<file path="src/hdl/lighting_regs_pkg.sv">
// Package with register map, field layout and controller states for the boost and PWM registers
package lighting_regs_pkg;

  // ----------------------------------------------------------------------
  // Register map
  // ----------------------------------------------------------------------
  localparam logic [7:0] BOOST_LEVEL_OFFSET   = 8'h0D;
  localparam logic [7:0] EXT_DIM_SAFE_OFFSET  = 8'h2B;
  localparam logic [7:0] BOOST_LEVEL_RESET    = 8'h08;
  localparam logic [7:0] EXT_DIM_SAFE_RESET   = 8'h00;
  localparam logic [7:0] UNMAPPED_READ        = 8'h00;

  // ----------------------------------------------------------------------
  // Boost code range, one volt per step
  // ----------------------------------------------------------------------
  localparam logic [7:0] BOOST_CODE_MIN       = 8'h08;
  localparam logic [7:0] BOOST_CODE_MAX       = 8'h14;

  // ----------------------------------------------------------------------
  // Field positions of the external control register
  // ----------------------------------------------------------------------
  localparam int SAFE_RED_BIT                 = 7;
  localparam int SAFE_GREEN_BIT               = 6;
  localparam int SAFE_BLUE_BIT                = 5;
  localparam int DIM_RED_BIT                  = 4;
  localparam int DIM_GREEN_BIT                = 3;
  localparam int DIM_BLUE_BIT                 = 2;
  localparam int DIM_PRIMARY_BIT              = 1;
  localparam int DIM_SECONDARY_BIT            = 0;
  localparam int DIM_FIELD_MSB                = 4;
  localparam int DIM_FIELD_WIDTH              = 5;

  // ----------------------------------------------------------------------
  // Serial interface
  // ----------------------------------------------------------------------
  localparam logic [6:0] DEV_ADDR_DEFAULT     = 7'h2A;  // Arbitrary value
  localparam logic [2:0] BIT_LAST             = 3'h7;
  localparam logic [2:0] BIT_FIRST            = 3'h0;
  localparam int BYTE_MSB                     = 7;
  localparam int ADDR_RW_BIT                  = 0;
  localparam logic [2:0] PIN_SYNC_INIT        = 3'h3;   // pwm low, sda and scl idle high

  typedef enum logic [2:0] {
    ST_IDLE   = 3'h0,
    ST_RX     = 3'h1,
    ST_RX_ACK = 3'h2,
    ST_TX     = 3'h3,
    ST_TX_ACK = 3'h4
  } serial_state_t;

endpackage

</file>
<file path="src/hdl/pin_sync.sv">
// Two-flop synchroniser for a group of pin inputs
`timescale 1ns/1ps
module pin_sync #(
  parameter int               WIDTH = 3,
  parameter logic [WIDTH-1:0] INIT  = '0
) (
  input  wire logic             clk,
  input  wire logic             rst_n,
  input  wire logic             ce,
  input  wire logic [WIDTH-1:0] d,
  output logic      [WIDTH-1:0] q
);

  logic [WIDTH-1:0] meta_q;

  // ----------------------------------------------------------------------
  // One pair of flops per pin; only the second flop is read outside
  // ----------------------------------------------------------------------
  for (genvar i = 0; i < WIDTH; i++)
  begin : g_bit
    always_ff @(posedge clk or negedge rst_n)
    begin
      if (!rst_n)
      begin
        meta_q[i] <= INIT[i];
        q[i]      <= INIT[i];
      end
      else if (ce)
      begin
        meta_q[i] <= d[i];
        q[i]      <= meta_q[i];
      end
    end
  end

endmodule // pin_sync

</file>
<file path="src/hdl/lighting_ctrl_regs.sv">
// Serial-accessed boost level and external dimming/safety select registers
//
// Summary of operation
// - Boost code is the target output voltage in volts, 8 to 20 V.
// - Boost register resets to 0x08, lowest level, all bits read and write.
// - Bit 7 enables red output flash safety function.
// - Bit 6 enables green output flash safety function.
// - Bit 5 enables blue output flash safety function.
// - Bit 4 lets external PWM pin control red output.
// - Bit 3 lets external PWM pin control green output.
// - Bit 2 lets external PWM pin control blue output.
// - Bit 1 lets external PWM pin dim primary backlight string.
// - Bit 0 lets external PWM pin dim secondary backlight string.
// - External control register fully read-write, resets to zero.
// - External PWM pin acts only while its global pin enable is set.
`timescale 1ns/1ps
module lighting_ctrl_regs #(
  parameter logic [6:0] DEV_ADDR = lighting_regs_pkg::DEV_ADDR_DEFAULT
) (
  input  wire logic       clk,
  input  wire logic       resetn,
  input  wire logic       ce,
  input  wire logic       scl_i,
  input  wire logic       sda_i,
  input  wire logic       pwm_in,
  input  wire logic       pwm_pin_enable,
  output logic            sda_o,
  output logic            sda_oe,
  output logic      [7:0] boost_target_volts,
  output logic            boost_in_range,
  output logic            red_flash_safety_enable,
  output logic            green_flash_safety_enable,
  output logic            blue_flash_safety_enable,
  output logic      [4:0] external_dimming_select,
  output logic            red_led_output_ext_pwm,
  output logic            green_led_output_ext_pwm,
  output logic            blue_led_output_ext_pwm,
  output logic            primary_string_ext_pwm,
  output logic            secondary_string_ext_pwm
);

  // ----------------------------------------------------------------------
  // Reset release
  // ----------------------------------------------------------------------
  logic rst_meta_q;
  logic rst_n_q;

  // Runs without the clock enable so reset can always release
  always_ff @(posedge clk or negedge resetn)
  begin
    if (!resetn)
    begin
      rst_meta_q <= 1'b0;
      rst_n_q    <= 1'b0;
    end
    else
    begin
      rst_meta_q <= 1'b1;
      rst_n_q    <= rst_meta_q;
    end
  end

  // ----------------------------------------------------------------------
  // Pin inputs and bus edges
  // ----------------------------------------------------------------------
  logic [2:0] pin_s;
  logic       scl_s;
  logic       sda_s;
  logic       pwm_s;
  logic       scl_prev_q;
  logic       sda_prev_q;

  pin_sync #(
    .WIDTH (3),
    .INIT  (lighting_regs_pkg::PIN_SYNC_INIT)
  ) u_pin_sync (
    .clk   (clk),
    .rst_n (rst_n_q),
    .ce    (ce),
    .d     ({pwm_in, sda_i, scl_i}),
    .q     (pin_s)
  );

  assign scl_s = pin_s[0];
  assign sda_s = pin_s[1];
  assign pwm_s = pin_s[2];

  always_ff @(posedge clk or negedge rst_n_q)
  begin
    if (!rst_n_q)
    begin
      scl_prev_q <= 1'b1;
      sda_prev_q <= 1'b1;
    end
    else if (ce)
    begin
      scl_prev_q <= scl_s;
      sda_prev_q <= sda_s;
    end
  end

  logic scl_rise;
  logic scl_fall;
  logic start_c;
  logic stop_c;

  assign scl_rise = scl_s && !scl_prev_q;
  assign scl_fall = !scl_s && scl_prev_q;
  assign start_c  = scl_s && scl_prev_q && sda_prev_q && !sda_s;
  assign stop_c   = scl_s && scl_prev_q && !sda_prev_q && sda_s;

  // ----------------------------------------------------------------------
  // Register decode
  // ----------------------------------------------------------------------
  logic [7:0] boost_q;
  logic [7:0] ext_q;
  logic [7:0] ptr_q;
  logic [7:0] shreg_q;
  logic [7:0] rd_data;

  function automatic logic hit(input logic [7:0] ptr, input logic [7:0] offset);
    hit = (ptr == offset);
  endfunction

  always_comb
  begin
    rd_data = lighting_regs_pkg::UNMAPPED_READ;
    if (hit(ptr_q, lighting_regs_pkg::BOOST_LEVEL_OFFSET))
      rd_data = boost_q;
    else if (hit(ptr_q, lighting_regs_pkg::EXT_DIM_SAFE_OFFSET))
      rd_data = ext_q;
  end

  // ----------------------------------------------------------------------
  // Serial slave: 7-bit address, pointer byte, data with auto-increment
  // ----------------------------------------------------------------------
  lighting_regs_pkg::serial_state_t state_q;
  logic [2:0] cnt_q;
  logic [7:0] txsh_q;
  logic       first_q;
  logic       ptr_phase_q;
  logic       rx_full_q;
  logic       tx_done_q;
  logic       rw_q;
  logic       host_ack_q;
  logic       sda_oe_q;
  logic       sda_o_q;
  logic       wr_stb;

  assign wr_stb = scl_fall && rx_full_q && (state_q == lighting_regs_pkg::ST_RX)
                  && !first_q && !ptr_phase_q;

  always_ff @(posedge clk or negedge rst_n_q)
  begin
    if (!rst_n_q)
    begin
      state_q     <= lighting_regs_pkg::ST_IDLE;
      cnt_q       <= lighting_regs_pkg::BIT_FIRST;
      shreg_q     <= 8'h00;
      txsh_q      <= 8'h00;
      ptr_q       <= 8'h00;
      first_q     <= 1'b0;
      ptr_phase_q <= 1'b0;
      rx_full_q   <= 1'b0;
      tx_done_q   <= 1'b0;
      rw_q        <= 1'b0;
      host_ack_q  <= 1'b0;
      sda_oe_q    <= 1'b0;
    end
    else if (ce)
    begin
      if (start_c)
      begin
        state_q   <= lighting_regs_pkg::ST_RX;
        first_q   <= 1'b1;
        cnt_q     <= lighting_regs_pkg::BIT_FIRST;
        rx_full_q <= 1'b0;
        tx_done_q <= 1'b0;
        sda_oe_q  <= 1'b0;
      end
      else if (stop_c)
      begin
        state_q  <= lighting_regs_pkg::ST_IDLE;
        sda_oe_q <= 1'b0;
      end
      else
      begin
        unique case (state_q)
          lighting_regs_pkg::ST_IDLE: ;
          lighting_regs_pkg::ST_RX:
          begin
            if (scl_rise)
            begin
              shreg_q   <= {shreg_q[6:0], sda_s};
              cnt_q     <= cnt_q + 3'h1;
              rx_full_q <= (cnt_q == lighting_regs_pkg::BIT_LAST);
            end
            else if (scl_fall && rx_full_q)
            begin
              rx_full_q <= 1'b0;
              if (first_q)
              begin
                if (shreg_q[7:1] == DEV_ADDR)
                begin
                  sda_oe_q    <= 1'b1;
                  rw_q        <= shreg_q[lighting_regs_pkg::ADDR_RW_BIT];
                  ptr_phase_q <= !shreg_q[lighting_regs_pkg::ADDR_RW_BIT];
                  first_q     <= 1'b0;
                  state_q     <= lighting_regs_pkg::ST_RX_ACK;
                end
                else
                  state_q <= lighting_regs_pkg::ST_IDLE;
              end
              else
              begin
                sda_oe_q <= 1'b1;
                state_q  <= lighting_regs_pkg::ST_RX_ACK;
                if (ptr_phase_q)
                begin
                  ptr_q       <= shreg_q;
                  ptr_phase_q <= 1'b0;
                end
                else
                  ptr_q <= ptr_q + 8'h01;
              end
            end
          end
          lighting_regs_pkg::ST_RX_ACK:
          begin
            if (scl_fall)
            begin
              cnt_q <= lighting_regs_pkg::BIT_FIRST;
              if (rw_q)
              begin
                txsh_q   <= rd_data;
                sda_oe_q <= !rd_data[lighting_regs_pkg::BYTE_MSB];
                state_q  <= lighting_regs_pkg::ST_TX;
              end
              else
              begin
                sda_oe_q <= 1'b0;
                state_q  <= lighting_regs_pkg::ST_RX;
              end
            end
          end
          lighting_regs_pkg::ST_TX:
          begin
            if (scl_rise)
            begin
              cnt_q     <= cnt_q + 3'h1;
              tx_done_q <= (cnt_q == lighting_regs_pkg::BIT_LAST);
            end
            else if (scl_fall)
            begin
              if (tx_done_q)
              begin
                sda_oe_q  <= 1'b0;
                tx_done_q <= 1'b0;
                state_q   <= lighting_regs_pkg::ST_TX_ACK;
              end
              else
              begin
                txsh_q   <= {txsh_q[6:0], 1'b0};
                sda_oe_q <= !txsh_q[6];
              end
            end
          end
          lighting_regs_pkg::ST_TX_ACK:
          begin
            if (scl_rise)
            begin
              host_ack_q <= !sda_s;
              if (!sda_s)
                ptr_q <= ptr_q + 8'h01;
            end
            else if (scl_fall)
            begin
              if (host_ack_q)
              begin
                txsh_q   <= rd_data;
                sda_oe_q <= !rd_data[lighting_regs_pkg::BYTE_MSB];
                cnt_q    <= lighting_regs_pkg::BIT_FIRST;
                state_q  <= lighting_regs_pkg::ST_TX;
              end
              else
                state_q <= lighting_regs_pkg::ST_IDLE;
            end
          end
          default: state_q <= lighting_regs_pkg::ST_IDLE;
        endcase
      end
    end
  end

  // Open drain: the data line is only ever pulled low
  always_ff @(posedge clk or negedge rst_n_q)
  begin
    if (!rst_n_q)
      sda_o_q <= 1'b0;
    else if (ce)
      sda_o_q <= 1'b0;
  end

  // ----------------------------------------------------------------------
  // Registers
  // ----------------------------------------------------------------------
  always_ff @(posedge clk or negedge rst_n_q)
  begin
    if (!rst_n_q)
    begin
      boost_q <= lighting_regs_pkg::BOOST_LEVEL_RESET;
      ext_q   <= lighting_regs_pkg::EXT_DIM_SAFE_RESET;
    end
    else if (ce && wr_stb)
    begin
      if (hit(ptr_q, lighting_regs_pkg::BOOST_LEVEL_OFFSET))
        boost_q <= shreg_q;
      if (hit(ptr_q, lighting_regs_pkg::EXT_DIM_SAFE_OFFSET))
        ext_q <= shreg_q;
    end
  end

  // ----------------------------------------------------------------------
  // Control outputs
  // ----------------------------------------------------------------------
  logic [7:0] volts_q;
  logic       in_range_q;
  logic [2:0] safe_q;
  logic [4:0] sel_q;
  logic [4:0] dim_q;

  // Codes outside 8..20 pass through but are flagged; the host must avoid them
  always_ff @(posedge clk or negedge rst_n_q)
  begin
    if (!rst_n_q)
    begin
      volts_q    <= lighting_regs_pkg::BOOST_LEVEL_RESET;
      in_range_q <= 1'b1;
      safe_q     <= 3'h0;
      sel_q      <= 5'h00;
      dim_q      <= 5'h00;
    end
    else if (ce)
    begin
      volts_q    <= boost_q;
      in_range_q <= (boost_q >= lighting_regs_pkg::BOOST_CODE_MIN)
                    && (boost_q <= lighting_regs_pkg::BOOST_CODE_MAX);
      safe_q     <= {ext_q[lighting_regs_pkg::SAFE_RED_BIT],
                     ext_q[lighting_regs_pkg::SAFE_GREEN_BIT],
                     ext_q[lighting_regs_pkg::SAFE_BLUE_BIT]};
      sel_q      <= ext_q[lighting_regs_pkg::DIM_FIELD_MSB:0];
      // Pin enable gates every selection at once
      dim_q      <= ext_q[lighting_regs_pkg::DIM_FIELD_MSB:0]
                    & {lighting_regs_pkg::DIM_FIELD_WIDTH{pwm_pin_enable && pwm_s}};
    end
  end

  assign sda_o                     = sda_o_q;
  assign sda_oe                    = sda_oe_q;
  assign boost_target_volts        = volts_q;
  assign boost_in_range            = in_range_q;
  assign red_flash_safety_enable   = safe_q[2];
  assign green_flash_safety_enable = safe_q[1];
  assign blue_flash_safety_enable  = safe_q[0];
  assign external_dimming_select   = sel_q;
  assign red_led_output_ext_pwm    = dim_q[lighting_regs_pkg::DIM_RED_BIT];
  assign green_led_output_ext_pwm  = dim_q[lighting_regs_pkg::DIM_GREEN_BIT];
  assign blue_led_output_ext_pwm   = dim_q[lighting_regs_pkg::DIM_BLUE_BIT];
  assign primary_string_ext_pwm    = dim_q[lighting_regs_pkg::DIM_PRIMARY_BIT];
  assign secondary_string_ext_pwm  = dim_q[lighting_regs_pkg::DIM_SECONDARY_BIT];

  // ----------------------------------------------------------------------
  // Checks
  // ----------------------------------------------------------------------
  logic pwm_go;
  assign pwm_go = ce && pwm_pin_enable && pwm_s;
endmodule // lighting_ctrl_regs

</file>
<file path="config.mk">
export PLATFORM = sky130hd
export DESIGN_NAME = lighting_ctrl_regs
export DESIGN_NICKNAME = d
export VERILOG_FILES = /design/src/hdl/lighting_regs_pkg.sv /design/src/hdl/pin_sync.sv /design/src/hdl/lighting_ctrl_regs.sv
export SDC_FILE = /design/constraint.sdc
export NUM_CORES = 1
export LEC_CHECK = 0
export BUFFER_PORTS_ARGS = -buffer_cell sky130_fd_sc_hd__clkbuf_2
export CORE_AREA = 2 2 112 114
export DETAILED_ROUTE_END_ITERATION = 6
export DIE_AREA = 0 0 114 116
export PLACE_DENSITY_LB_ADDON = 0.2
export SYNTH_ARGS = -nofsm -noshare
export SYNTH_HDL_FRONTEND = slang
export SYNTH_SLANG_ARGS = --single-unit
</file>
<file path="constraint.sdc">
create_clock -name clk -period 7 [get_ports clk]
set_input_delay 0.35 -clock clk [delete_from_list [all_inputs] [get_ports clk]]
set_output_delay 0.35 -clock clk [all_outputs]
set_load 0.01 [all_outputs]
</file>
Yosys cells after proc, flatten, opt, wreduce, memory -nomap -nowiden
Index checks and enable logic that the tools add are counted.

storage, ports and cells
  bits in registers = 84
  latch bits = 0
  bits in writable memories = 0
  memory bits (read-only) = 0
  bits of input ports = 7
  output and inout port bits = 24
  logic and storage cells = 200
  memories kept = 0

operators by class
  add/subtract/negate cells = 2
  multipliers = 0
  divide/modulo/power cells = 0
  order comparisons = 2
  equality and inequality tests = 40
  shift-type cells = 0
  multiplexer cells = 75
  bitwise operators = 4
  reductions and logical operators = 48

operator list
  kind                                                                                  number
  8-bit two-way mux                                                                     8
  7-bit two-way mux                                                                     8
  3-bit two-way mux                                                                     18
  4-bit inequality test (second input constant)                                         9
  1-bit two-way mux                                                                     33
  2-bit inequality test (second input constant)                                         14
  7-bit case mux with 3 select lines                                                    1
  8-bit case mux with 2 select lines                                                    1
  8-bit AND reduction                                                                   2
  3-bit inequality test (second input constant)                                         5
  3-bit case mux with 5 select lines                                                    1
  5-bit AND reduction                                                                   3
  1-bit logical AND                                                                     14
  12-bit AND reduction                                                                  1
  11-bit AND reduction                                                                  1
  10-bit AND reduction                                                                  1
  1-bit logical NOT                                                                     9
  3-bit case mux with 3 select lines                                                    1
  9-bit AND reduction                                                                   1
  3-bit nonzero test                                                                    3
  8-bit by 1-bit adder with 8-bit output (second input constant)                        1
  8-bit by 4-bit equality test with 1-bit output (second input constant)                1
  8-bit by 6-bit equality test with 1-bit output (second input constant)                1
  8-bit by 4-bit greater-or-equal comparator with 1-bit output (second input constant)  1
  21 further kinds                                                                      33

Depth between registers and ports, before layout
  depth in word-level cells = 10
  mapped depth = 8
  gate-level depth less buffers = 7

By module
A second synthesis with hierarchy kept.

unflattened totals
  cells, all modules = 372
  area total of the unflattened synthesis = 4113.9 um^2

by module, submodules not included
  module              times used  cells an instance  area each (um^2)  seq. area each (um^2)
  lighting_ctrl_regs  1           359                3857.4            1958.1
  pin_sync            1           13                 256.5             155.1

Worst setup path before layout
No wires, ideal clock.

  path type = flip-flop to flip-flop
  from = register scl_prev_q
  to = register state_q[0]
  setup time = 128 ps
  arrival = 2004 ps
  slack = 4869 ps
  cell stages (with the launch flop) = 9
  clock period less this slack = 2131 ps
  cells stage by stage = dfstp_2 > inv_1 > ha_1 > clkbuf_1 > nor2b_1 > a22oi_1 > a211oi_1 > o21a_1 > mux2_1

on the way
  word-level cells in the longest chain between the ends = 5

ends and longest elaborated chain
  element                                                                            RTL line                                              source
  start, declared                                                                    lighting_ctrl_regs.sv:70                              logic scl_prev_q;
  start signal, assigned                                                             lighting_ctrl_regs.sv:97                              scl_prev_q <= scl_s;
  1-bit logical AND                                                                  lighting_ctrl_regs.sv:109, lighting_ctrl_regs.sv:110
  1-bit logical AND, on equally long branches (2 in a row)                           lighting_ctrl_regs.sv:109, lighting_ctrl_regs.sv:110
  4-bit inequality test (no source line), or another cell as far along               n/a
  10-bit AND reduction (no source line) / 3-bit two-way mux (equally long branches)  n/a
  end signal, assigned                                                               lighting_ctrl_regs.sv:157                             state_q <= lighting_regs_pkg::ST_IDLE;
  end signal, assigned                                                               lighting_ctrl_regs.sv:174                             state_q <= lighting_regs_pkg::ST_RX;
  end signal, assigned                                                               lighting_ctrl_regs.sv:183                             state_q <= lighting_regs_pkg::ST_IDLE;
  end, declared                                                                      lighting_ctrl_regs.sv:137                             lighting_regs_pkg::serial_state_t state_q;

Parallel ways exist; a longest one is shown, timed or not.
A chain may end at the register's enable or synchronous reset.

Worst setup path after layout
  from = register u_pin_sync.q[1]
  to = register txsh_q[1]

on the way
  word-level cells in the longest chain between the ends = 4

ends and longest elaborated chain
  element                                    RTL line                   source
  start, declared                            pin_sync.sv:11             output logic [WIDTH-1:0] q
  start signal, assigned by index            pin_sync.sv:26             q[i] <= INIT[i];
  start signal, assigned by index            pin_sync.sv:31             q[i] <= meta_q[i];
  1-bit logical NOT                          n/a
  1-bit logical AND                          lighting_ctrl_regs.sv:109  assign start_c = scl_s && scl_prev_q && sda_prev_q && !sda_s;
  1-bit inverter (no source line)            n/a
  12-bit AND reduction (no source line) (*)  n/a
  end signal, assigned                       lighting_ctrl_regs.sv:235  txsh_q <= rd_data;
  end signal, assigned                       lighting_ctrl_regs.sv:263  txsh_q <= {txsh_q[6:0], 1'b0};
  end signal, assigned                       lighting_ctrl_regs.sv:280  txsh_q <= rd_data;
  end, declared                              lighting_ctrl_regs.sv:139  logic [7:0] txsh_q;

Mark *: on every way between the ends. The rest lies on a longest branch, timed or not.

==> out/qor.csv <==
metric,value,unit
R2R Path Start,u_pin_sync.q[1],
TritonCTS clock tree,done,
hold slack,242,ps
Inserted Diodes,0,
Final Setup Violations,0,
P per Cell Area,240,mW/mm^2
die height,116,um
Netlist Area Pre-Place,0.00413,sq mm
Port Buffer Count,29,
RePlAce Congestion,0.880,
Buf/Inv on CP,0,
DR iter-0 viols,152,
hold depth,2,
I/O pin count,31,
CP Launch Type,flip-flop,
"count leader, synth",dfrtp_1,
distinct cell type count of the synthesized netlist,59,
Final Max Slew Viols,0,
Final WS setup,4610,ps
Slew headroom,0.290,
Final Cycle Share,0.342,
number of cell rows,40,
Routed WL,8700,um
cell taking the most area after synthesis,dfrtp_1,
final net count,421,
Synth Register Bits,84,
Worst Max-Slew Pin Slew,1070,ps
CTS sink cnt,84,
fmax,0.418,GHz
first-pass GRT wire length,14700,um
Initial Util,0.347,
Max-cap violations,0,
crit-path max FO,10,
total track usage,0.144,
post-synthesis async set-or-reset flop share,1.00,
post-CTS setup buffers,0,
via/cell ratio,5.23,
share of cells above drive strength 1,0.221,
via count,2924,
top-area cell type share of the netlist area,0.454,
"Design Area, Final",0.00473,sq mm
hold_sp,pwm_in,
main flop type after synthesis,dfrtp_1,
CP endpoint kind,flip-flop,
Area contributors post-synth,"dfrtp_1 (45%), mux2_1 (7.6%), mux2_2 (6.8%)",
Mapped Nets,397,
HPWL Detailed,6050,um
CTS Root Cell,clkbuf_16,
minimum clock period,2390,ps
max incr delay on CP,640,ps
status,"complete, but fails checks",
Hold Crit Class,input port to flip-flop,
Setup CP Type,flip-flop to flip-flop,
chip width,114,um
RSZ-0062 raised after global routing,false,
VDD IR max,135,uV
Place WS,4510,ps
initial antenna violation count,0,
Lkg Pwr,0.00215,uW
core area,0.0119,sq mm
CTS buffer count,9,
cell count after synthesis,383,
Final TNS setup,0,ps
Syn-to-layout area delta,14.4,%
Top delay family on crit path,simple AND/OR/NAND/NOR gates,
dpl cell area,0.00440,sq mm
die area,0.0132,sq mm
reg2reg setup slack,4610,ps
# placed instances,542,
violated checks,design-rule violations,
critical path cell sequence,xor2_1 -> and2_1 -> nor2b_1 -> nand4_1 -> mux2_2,
Post-synth EDFFs,0,
Crit-path slowest cell,dfstp_2,
warnings from Yosys,0,
fin cells,559,
fill cell total of the finished layout,1188,
synth cell count leaders,"dfrtp_1 (75), nand2_1 (35), mux2_1 (28)",
vias in the first global route,2793,
R2R depth,5,
Avg WL per Cell,15.6,um
"Seq/Total Area, Yosys",0.511,
TritonRoute pass-1 iters,7,
R2R Path End,txsh_q[1],
largest net degree at the start of global routing,83,
"Clk pin slew, worst setup/hold paths",60,ps
clock skew,10.1,ps
required time of the critical path,7220,ps
crit path DAT,2610,ps
global route overflow,0,
DRT antenna net count,0,
final hold viol count,0,
H-tree levels,3,
clock tree buffer depth,2,
Worst-Skew Late Latency,340,ps
Hold EP,u_pin_sync.meta_q[2],
Synth Area per Inst,10.8,sq um
# DRC,5,
power breakdown:
part	switching, uW	leakage, uW	total [uW]	internal, uW
clock	199	0.000161	514	315
sequential	35.3	0.00111	546	510
combinational	41.6	0.000879	74.2	32.6
total	276	0.00215	1130	858
kinds of logic after synthesis:
family                     count (synthesis)  synth area share
and+or+nand+nor                          102             0.126
AOI/OAI and AO/OA                         89             0.142
DFF                                       84             0.511
muxes                                     59             0.159
buffers and inverters                     39            0.0369
adders and majority gates                  7            0.0212
other                                      2           0.00182
xor gates and xnor gates                   1           0.00212
metal layers:
layer  routed length [um]  vias to the layer above  track usage
met5                    0                        -            0
met4                  146                        0       0.0569
met3                  306                       10       0.0262
met2                 3850                       67        0.215
met1                 4400                     1426        0.206
li1                     -                     1421            -
cell usage in the layout, fill, tap and decap left out, types with 3 or more instances in the layout:
| master | count |
|---|---|
| nor2b_1 | 5 |
| mux2_1 | 28 |
| nor2_1 | 19 |
| mux2i_1 | 6 |
| nand2_1 | 35 |
| nand4_1 | 5 |
| nand3b_1 | 5 |
| nand3_1 | 6 |
| inv_6 | 3 |
| dfstp_2 | 9 |
| clkbuf_2 | 29 |
| ha_1 | 7 |
| o22ai_1 | 8 |
| dfrtp_1 | 74 |
| mux2_2 | 25 |
| o21ai_0 | 23 |
| clkbuf_16 | 9 |
| a22oi_1 | 9 |
| nand2b_1 | 5 |
| o21ai_1 | 10 |
| a21oi_1 | 14 |
| inv_1 | 20 |
timing repair:
| action | in CTS | in global routing |
|---|---|---|
| setup endpoints to repair | 0 | 0 |
| endpoints found under the hold margin | 2 | 0 |
| hold buffers | 1 | 0 |
| gates resized for setup | 0 | 0 |
registers in the layout, indices dropped and copies added (netlist names), 3 cells and up:
name / flops
safe_q: 3
boost_q: 8
shreg_q: 8
dim_q: 5
u_pin_sync.meta_q: 3
state_q: 3
ext_q: 8
u_pin_sync.q: 3
txsh_q: 7
ptr_q: 8
cnt_q: 3
external_dimming_select: 5
boost_target_volts: 8
through the flow:
stage	util	power, uW
2_1_floorplan	-	602
3_3_place_gp	0.369	628
3_5_place_dp	0.369	628
4_1_cts	0.397	1150
5_1_grt	0.397	1180
6_report	0.397	1130
cell type report:
class | count | area, sq um | share of cell area
Clock buffer | 9 | 225 | 0.0476
Clock inverter | 7 | 96.3 | 0.0204
Inverter | 22 | 82.6 | 0.0175
Multi-Input combinational cell | 260 | 1870 | 0.395
Sequential cell | 84 | 2120 | 0.448
Tap cell | 147 | 184 | 0.0389
Timing Repair Buffer | 30 | 155 | 0.0328
worst max path at each step:
stage | from | end | slack [ps] | depth (start not counted)
after global placement | ce | txsh_q[4] | 4580 | 4
after global routing | u_pin_sync.q[1] | shreg_q[3] | 4450 | 5
after CTS | u_pin_sync.q[1] | shreg_q[0] | 4620 | 5
final | u_pin_sync.q[1] | txsh_q[1] | 4610 | 5
after detailed placement | ce | txsh_q[0] | 4510 | 4
after floorplan | rst_n_q | boost_q[0] | 4500 | 0
Note: power is estimated with default switching activity, not from simulation.
